$ cat src/pors_pkg.sv
package pors_pkg;

   // ************************************
   // timing
   // ************************************
   localparam int CLOCK_HZ            = 25000000;
   localparam int DELAY_LOW_US        = 7000;
   localparam int DELAY_HIGH_US       = 15000;
   localparam int DELAY_LOW_CYCLES    = DELAY_LOW_US * (CLOCK_HZ / 1000000);
   localparam int DELAY_HIGH_CYCLES   = DELAY_HIGH_US * (CLOCK_HZ / 1000000);
   localparam int WDOG_DIVIDE         = 12;
   localparam int DIV_W               = 4;

   // ************************************
   // reset values
   // ************************************
   localparam logic [7:0]  PORT_LATCH_RESET = 8'hFF;
   localparam logic [15:0] RESET_VECTOR     = 16'h0000;
   localparam int          POR_MON_OFF_BIT  = 5;

   typedef enum logic [1:0] {
      ST_RESET = 2'h0,
      ST_DELAY = 2'h1,
      ST_RUN   = 2'h3
   } pors_state_type;

   typedef struct packed {
      logic supplyLow;
      logic monitorLow;
      logic pinReset;
      logic softReset;
      logic otherReset;
   } pors_req_type;

   typedef struct packed {
      logic        cpuHalt;
      logic        sfrInit;
      logic        portsForce;
      logic        irqTimerOff;
      logic        pullupsOn;
      logic [7:0]  portLatch;
      logic [15:0] pcValue;
      logic        clockSelInternal;
      logic        wdogEnable;
   } pors_ctl_type;

endpackage

$ cat src/pors_sequencer.sv
// Functional notes
// - reset halts cpu, inits registers, forces ports, disables interrupts and timers.
// - ram untouched by reset; stack pointer reset only.
// - port latches 0xFF open-drain during reset; pull-ups always on.
// - supply-monitor and power-on resets drive reset pin low until exit.
// - exit clears program counter and selects internal oscillator.
// - watchdog enabled after reset, clocked by system clock over 12.
// - fetch starts at 0x0000 after every reset.
// - stay in reset during power-up; pin weakly pulled.
// - after threshold, wait 7 ms low supply or 15 ms high supply.
// - leaving power-on reset sets power-on flag.
// - other resets clear power-on flag; other causes then undefined.
// - power-on monitor watches battery in sleep and resets below threshold.
// - writing 1 to mode bit 5 disables power-on monitor.
// - monitor disabled: any reset becomes full power-on reset, re-enabling it.
// - active supply monitor reset skips power-on delay.
// - after power-fail reset flag reads 1, digital monitor enabled and selected.
module pors_sequencer #(
   parameter int DELAY_LOW  = pors_pkg::DELAY_LOW_CYCLES,
   parameter int DELAY_HIGH = pors_pkg::DELAY_HIGH_CYCLES
) (
   // clock and reset
   input  wire logic                  clock,
   input  wire logic                  nrst,
   input  wire logic                  clockEnable,
   // reset requests
   input  wire pors_pkg::pors_req_type resetReq,
   input  wire logic                  highSupply,
   // power unit mode register write
   input  wire logic                  modeWrite,
   input  wire logic [7:0]            modeData,
   // outputs
   output pors_pkg::pors_ctl_type     ctl,
   output logic                       coreReset,
   output logic                       resetPinLow,
   output logic                       resetPinOe,
   output logic                       powerOnFlag,
   output logic                       porMonitorOn,
   output logic                       digitalMonitorOn,
   output logic                       wdogTick
);

   if (DELAY_LOW < 1 || DELAY_HIGH < DELAY_LOW || DELAY_HIGH > 32'h00FFFFFF)
   begin : g_badDelay
      $error("bad delay parameters");
   end

   // ************************************
   // synchronisers
   // ************************************
   logic       rstMeta_reg, rstSync_reg;
   logic [4:0] reqMeta_reg, reqSync_reg;
   logic [1:0] hiMeta_reg;

   always_ff @(posedge clock or negedge nrst)
   begin
      if (!nrst)
      begin
         rstMeta_reg <= 1'b0;
         rstSync_reg <= 1'b0;
      end
      else
      begin
         rstMeta_reg <= 1'b1;
         rstSync_reg <= rstMeta_reg;
      end
   end

   always_ff @(posedge clock)
   begin
      if (clockEnable)
      begin
         reqMeta_reg <= resetReq;
         reqSync_reg <= reqMeta_reg;
         hiMeta_reg  <= {hiMeta_reg[0], highSupply};
      end
   end

   wire pors_pkg::pors_req_type req = reqSync_reg;
   wire anyReq = |reqSync_reg;

   // ************************************
   // sequencer
   // ************************************
   pors_pkg::pors_state_type state_reg;
   logic [23:0] count_reg;
   logic        porCycle_reg;
   logic        por_monitor_disable_reg;
   logic        monCycle_reg;

   wire monDisWrite = modeWrite && modeData[pors_pkg::POR_MON_OFF_BIT];
   wire [23:0] delayTarget = hiMeta_reg[1] ? 24'(DELAY_HIGH) : 24'(DELAY_LOW);

   always_ff @(posedge clock or negedge rstSync_reg)
   begin
      if (!rstSync_reg)
      begin
         state_reg    <= pors_pkg::ST_RESET;
         count_reg    <= 24'h000000;
         porCycle_reg <= 1'b1;
         por_monitor_disable_reg   <= 1'b0;
         monCycle_reg <= 1'b0;
      end
      else if (clockEnable)
      begin
         case (state_reg)
            pors_pkg::ST_RUN:
            begin
               if (monDisWrite && !anyReq)
                  por_monitor_disable_reg <= 1'b1;
               if (req.supplyLow || (anyReq && por_monitor_disable_reg))
               begin
                  state_reg    <= pors_pkg::ST_RESET;
                  porCycle_reg <= 1'b1;
                  monCycle_reg <= 1'b0;
                  por_monitor_disable_reg   <= 1'b0;
               end
               else if (anyReq)
               begin
                  state_reg    <= pors_pkg::ST_RESET;
                  porCycle_reg <= 1'b0;
                  monCycle_reg <= req.monitorLow;
               end
            end
            pors_pkg::ST_RESET:
            begin
               count_reg <= 24'h000000;
               if (req.supplyLow)
                  porCycle_reg <= 1'b1;
               if (req.monitorLow)
                  monCycle_reg <= 1'b1;
               if (!anyReq)
                  state_reg <= porCycle_reg ? pors_pkg::ST_DELAY
                                            : pors_pkg::ST_RUN;
            end
            default:
            begin
               if (anyReq)
                  state_reg <= pors_pkg::ST_RESET;
               else if (count_reg >= delayTarget - 24'h000001)
                  state_reg <= pors_pkg::ST_RUN;
               else
                  count_reg <= count_reg + 24'h000001;
            end
         endcase
      end
   end

   wire inReset = (state_reg != pors_pkg::ST_RUN);

   // ************************************
   // flags and outputs
   // ************************************
   always_ff @(posedge clock or negedge rstSync_reg)
   begin
      if (!rstSync_reg)
      begin
         powerOnFlag      <= 1'b0;
         digitalMonitorOn <= 1'b1;
      end
      else if (clockEnable && state_reg == pors_pkg::ST_DELAY && !anyReq
               && count_reg >= delayTarget - 24'h000001)
      begin
         powerOnFlag      <= 1'b1;
         digitalMonitorOn <= 1'b1;
      end
      else if (clockEnable && state_reg == pors_pkg::ST_RESET && !anyReq && !porCycle_reg)
      begin
         powerOnFlag <= monCycle_reg;
         if (monCycle_reg)
            digitalMonitorOn <= 1'b1;
      end
   end

   always_ff @(posedge clock or negedge rstSync_reg)
   begin
      if (!rstSync_reg)
         porMonitorOn <= 1'b1;
      else if (clockEnable)
         porMonitorOn <= !por_monitor_disable_reg;
   end

   logic [3:0] wdogDiv_reg;
   always_ff @(posedge clock or negedge rstSync_reg)
   begin
      if (!rstSync_reg)
      begin
         ctl         <= '{1'b1, 1'b1, 1'b1, 1'b1, 1'b1, pors_pkg::PORT_LATCH_RESET,
                          pors_pkg::RESET_VECTOR, 1'b1, 1'b0};
         coreReset   <= 1'b1;
         resetPinLow <= 1'b1;
         resetPinOe  <= 1'b1;
         wdogDiv_reg <= 4'h0;
         wdogTick    <= 1'b0;
      end
      else if (clockEnable)
      begin
         ctl.cpuHalt          <= inReset;
         ctl.sfrInit          <= inReset;
         ctl.portsForce       <= inReset;
         ctl.irqTimerOff      <= inReset;
         ctl.pullupsOn        <= 1'b1;
         ctl.portLatch        <= pors_pkg::PORT_LATCH_RESET;
         ctl.pcValue          <= pors_pkg::RESET_VECTOR;
         ctl.clockSelInternal <= 1'b1;
         ctl.wdogEnable       <= !inReset;
         coreReset            <= inReset;
         resetPinLow          <= inReset && (porCycle_reg || monCycle_reg);
         resetPinOe           <= inReset && (porCycle_reg || monCycle_reg);
         if (inReset || wdogDiv_reg == 4'(pors_pkg::WDOG_DIVIDE - 1))
            wdogDiv_reg <= 4'h0;
         else
            wdogDiv_reg <= wdogDiv_reg + 4'h1;
         wdogTick <= !inReset && wdogDiv_reg == 4'(pors_pkg::WDOG_DIVIDE - 1);
      end
   end
endmodule

$ cat config.mk
export PLATFORM = sky130hd
export DESIGN_NAME = pors_sequencer
export DESIGN_NICKNAME = d
export VERILOG_FILES = /design/src/pors_pkg.sv /design/src/pors_sequencer.sv
export SDC_FILE = /design/constraint.sdc
export NUM_CORES = 1
export LEC_CHECK = 0
export ABC_AREA = 0
export BUFFER_PORTS_ARGS = -buffer_cell sky130_fd_sc_hd__buf_2
export CAP_MARGIN = 10
export CELL_PAD_IN_SITES_DETAIL_PLACEMENT = 1
export CELL_PAD_IN_SITES_GLOBAL_PLACEMENT = 1
export CORE_MARGIN = 2
export CORE_UTILIZATION = 29
export DETAILED_ROUTE_END_ITERATION = 6
export GPL_TIMING_DRIVEN = 0
export HOLD_SLACK_MARGIN = 0.08
export PLACE_DENSITY = 0.66
export SYNTH_ARGS = -nofsm -noshare
export SYNTH_HDL_FRONTEND = slang
export SYNTH_SLANG_ARGS = --single-unit
$ cat constraint.sdc
create_clock -name clock -period 2.1 [get_ports clock]
set_input_delay 0.21 -clock clock [delete_from_list [all_inputs] [get_ports clock]]
set_output_delay 0.21 -clock clock [all_outputs]
set_load 0.005 [all_outputs]
* Yosys cells after proc, flatten, opt, wreduce, memory -nomap -nowiden
Index checks and enable logic that the tools add are counted.
** Operators by class
- Order comparisons :: 1
- Reductions and logical operators :: 31
- Add/sub/neg operators :: 3
- Eq/ne operators :: 10
- Bitwise gates (word level) :: 1
- Mux-type cells :: 27
** Operators by type and width (number)
- 2-to-1 mux 24 bit :: 2
- one-hot mux 24 bit (2 select lines) :: 1
- adder 24 x 1 -> 24 bit (second input constant) :: 1
- >= comparator 24 bit :: 1
- subtractor 19 x 1 -> 20 bit (second input constant) :: 1
- 2-to-1 mux 19 bit :: 1
- AND reduction 4 bit :: 4
- 2-to-1 mux 1 bit :: 13
- 2-to-1 mux 2 bit :: 6
- logical AND 1 bit :: 11
- inequality test 2 bit (second input constant) :: 4
- nonzero test 2 bit :: 4
- OR reduction 5 bit :: 1
- adder 4 x 1 -> 4 bit (second input constant) :: 1
- equality test 4 bit (second input constant) :: 1
- zero test 1 bit :: 4
- 2-to-1 mux 4 bit :: 1
- inequality test 2 x 1 -> 1 bit (second input constant) :: 2
- one-hot mux 1 bit (2 select lines) :: 2
- one-hot mux 2 bit (2 select lines) :: 1
- nonzero test 4 bit :: 1
- logical OR 1 bit :: 3
- inequality test 3 bit (second input constant) :: 1
- AND reduction 3 bit :: 1
- 5 further kinds :: 5
** Word-level totals
- Input bits :: 18
- Output and inout bits :: 38
- Logic and storage cells :: 91
- Bits in registers :: 54

* Depth between registers and ports, before layout
- Word-level depth :: 6
- Depth in mapped cells :: 9
- Mapped depth without buffers :: 8

* Worst setup path before layout
Ideal clock, no wire load.
- Path type :: register to register
- Start point :: reg hiMeta_reg[1]
- End point :: reg count_reg[10]
- Path slack :: -0.337 ns
- Stages on the path, launching flop included :: 9
- Clock period less this slack :: 2.437 ns
- Data required time :: 2.022 ns
- Path buffers :: 1
- Arrival time :: 2.360 ns
- Setup time :: 0.078 ns
- Path through :: edfxtp_1 ha_1 a21o_1 a2111o_1 a211oi_2 nand3_2 buf_6 or4_1 a21oi_1
** Between the ends
- Longest elaborated chain between the ends :: 5
** Ends and longest elaborated chain
- from (decl) :: line pors_sequencer.sv:53 : logic [1:0] hiMeta_reg;
- from (signal assigned) :: line pors_sequencer.sv:75 : hiMeta_reg <= {hiMeta_reg[0], highSupply};
- 2-to-1 mux 19 bit :: line pors_sequencer.sv:92 : wire [23:0] delayTarget = hiMeta_reg[1] ? 24'(DELAY_HIGH) : 24'(DELAY_LOW);
- subtractor 19 x 1 -> 20 bit :: line pors_sequencer.sv:140 : else if (count_reg >= delayTarget - 24'h000001)
- >= comparator 24 bit :: line pors_sequencer.sv:140
- inequality test 2 x 1 -> 1 bit (no line)
- AND reduction 4 bit (no line)
- to (signal assigned) :: line pors_sequencer.sv:143 : count_reg <= count_reg + 24'h000001;
- to (decl) :: line pors_sequencer.sv:86 : logic [23:0] count_reg;
Every way passes these cells.
A chain may end at the register's enable or synchronous reset.

* Worst setup path in the final report
- Start point :: reg hiMeta_reg[1]
- End point :: reg count_reg[8]
Same word-level chain as after synthesis.

==> qor.yml <==
outcome:
  outcome: "finished with violations"
  violations: "setup timing"
cts:
  cts_buffers: 5
  clockBufferDepth: 2
  clockRootBuffer: "clkbuf_8"
  cts_tree: "built"
  clock-sinks: 53
  clk_latency_ns: 0.32
  htree_levels: 2
  clk_pin_slew_ns: 0.11
detailed_routing:
  dr.pass1.iters: 4
  wire_per_inst_um: 14.3
  drt_iter0_drc: 88
  ant_nets: 0
  drc_errors: 0
  vias: 2311
  wl_mm: 7.06
  vias_per_cell: 4.67
synth:
  ys_top_cells_by_area: "dfrtp_1, edfxtp_1, buf_4, ha_1, dfstp_2"
  synthCells: 283
  synth_area_sq_um: 2880
  yosys_warnings: 0
  synth_common_cells: "dfrtp_1, buf_4, nor2_1"
  synth_area_per_cell_sq_um: 10.2
  yosysMostFrequentCell: "dfrtp_1"
  yosysTopAreaCell: "dfrtp_1"
  synth_cell_type_count: 49
  yosysTopAreaCellShare_pct: 32.2
  ys_seq_area_share_pct: 48.4
  synth-edff-count: 12
  synth-main-ff-cell: "dfrtp_1"
  ys_ff_latch: 53
  synthArstFlopShare_pct: 77.4
pwr:
  power_leakage_nw: 1.69
  ir_drop_v: 0.000305
  power_density_nw_per_um2: 611
worst_setup_path:
  critPathKind: "reg2reg"
  startpoint_type: "flip-flop"
  slowest_stage: "edfxtp_1"
  r2r_slack_ns: -0.50
  cp_max_fo: 5
  slowest_delay_ns: 0.53
  path_cells: "inv_2, ha_4, a2111o_1, a211oi_4, nand3_2, buf_6, or4_4, a21oi_2"
  crit_path_end_kind: "flip-flop"
  cp.arrival_ns: 2.85
  worstPathRequired_ns: 2.35
place:
  post-dp-hpwl_mm: 4.73
  dpl_cell_area_sq_um: 3270
  port_buffers: 21
  place.gp.congestion: 0.784
  place_worst_setup_slack_ns: -0.797
sta:
  slew-limit-headroom_pct: 40.5
  timing.final.hold_violations: 0
  tns_ns: -9.17
  maxSlewViolCount: 0
  finalSetupViolCount: 23
  finClkSkew_ns: 0.0112
  worst_pin_slew_ns: 0.889
  clock.fmax_mhz: 384
  fin_crit_ns: 2.60
  post-route-period-util_pct: 124
  rsz0062_at_grt: "yes"
  setup_ws_ns: -0.501
worst_hold_path:
  holdCritPathClass: "in2reg"
run:
  max-cap-violations: 0
finish:
  fin_area_sq_um: 3760
  syn_to_final_growth_pct: 30.8
  drive_gt1_share_pct: 32.9
  largest_reg_flops: 24
  nNetsFinal: 391
  diodes: 0
  fin_util_pct: 38.9
floorplan:
  die_w_um: 104
  num_rows: 36
  io_pins: 56
  fp.coreArea_sq_um: 9680
  initial_core_util_pct: 29.7
  die_area_sq_um: 10700
  fp.dieH_um: 104
global_route:
  antenna_found_initial: 0
  grt-ovfl-total: 0
  grt_pass1_wl_mm: 11.6
  grt_usage_pct: 13.3
  grt_start_max_net_pins: 40
  grt_pass1_vias: 2443
worst max-delay path, delay by kind of cell, from the launching register on:
family	cells	cell delay (ns)
and+or+nand+nor	2	0.57
buffers and inverters	2	0.37
adders and majority gates	1	0.23
AOI/OAI and AO/OA	3	0.84
DFF	1	0.53
power breakdown:
part           internal [mW]  switching, mW  total, mW  leakage [nW]
registers               1.13         0.0488       1.18         0.661
logic                  0.201          0.279      0.480         0.975
clock network          0.251          0.386      0.637        0.0506
total                   1.59          0.714       2.30          1.69
stage by stage:
| step | total power, mW | instances | hold slack [ns] |
|---|---|---|---|
| 3_3_place_gp | 1.62 | 463 | -0.00105 |
| 4_1_cts | 2.32 | 492 | 0.158 |
| 3_5_place_dp | 1.65 | 464 | -0.000290 |
| 5_1_grt | 2.44 | 495 | 0.174 |
| 2_1_floorplan | 1.49 | 309 | -0.0856 |
| 6_report | 2.30 | 495 | 0.163 |
kinds of logic after synthesis:
logic type / after synthesis / synth area share, %
flops: 53 / 48.4
mux: 7 / 2.61
simple gates: 94 / 17.6
compound gates: 48 / 10.8
fa+ha+maj: 12 / 5.22
xor+xnor: 11 / 3.35
other cells: 2 / 0.261
buf+inv: 56 / 11.8
per-layer routing:
metal  global-route usage [%]  vias up  wire length (um)
met1                     16.2     1159              3150
met2                     23.8       41              3600
li1                         -     1102                 -
met3                     2.45        9               217
met4                     3.76        0                90
met5                        0        -                 0
cell type report:
class | instances | area (sq um)
timing repair buffer | 45 | 330
clock buffer | 5 | 68.8
buffer | 41 | 300
fill | 1131 | 5920
tap | 133 | 166
multi-input combinational | 200 | 1420
inverter | 15 | 56.3
sequential | 53 | 1390
clock inverter | 3 | 28.8
cells in the final DEF, fill, tap and decap left out, types with 2 or more instances in the layout:
| cell | n |
|---|---|
| buf_4 | 44 |
| dfrtp_1 | 36 |
| conb_1 | 28 |
| nor2_1 | 21 |
| buf_2 | 21 |
| nand2_1 | 16 |
| inv_1 | 14 |
| o21ai_0 | 13 |
| nand4_1 | 13 |
| a21oi_1 | 12 |
| edfxtp_1 | 12 |
| xor2_1 | 10 |
| ha_1 | 8 |
| dlygate4sd3_1 | 7 |
| nand3_1 | 6 |
| buf_6 | 6 |
| and3_1 | 6 |
| clkbuf_8 | 6 |
| clkbuf_1 | 5 |
| or4_4 | 5 |
| mux2_2 | 4 |
| ha_4 | 4 |
| dfstp_2 | 4 |
| or3_1 | 3 |
| mux2i_1 | 3 |
| nor3_1 | 3 |
| a21oi_2 | 3 |
| and2_1 | 3 |
| nand2b_1 | 2 |
| nand4b_1 | 2 |
| nand3_2 | 2 |
| o21ai_1 | 2 |
| o31ai_1 | 2 |
| o31ai_2 | 2 |
| or4_1 | 2 |
| nand2_4 | 2 |
final timing paths:
path                                from  cells past startpoint                      end
setup / recovery           hiMeta_reg[1]                      8             count_reg[8]
hold / removal                 modeWrite                      3  por_monitor_disable_reg
setup reg to reg           hiMeta_reg[1]                      8             count_reg[8]
hold reg to reg              rstSync_reg                      1            count_reg[10]
max in group asynchronous    rstSync_reg                      1                coreReset
min in group asynchronous           nrst                      2              rstSync_reg
timing repair:
item | 4_1_cts | 5_1_grt
pin swaps | 7 | 11
cloned | 2 | 0
hold buffers | 7 | 0
gates resized for setup | 20 | 23
hold endpoints to repair | 8 | 0
setup buffers | 11 | 4
endpoints found under the setup margin | 23 | 24
(Power assumes the default switching activity.)
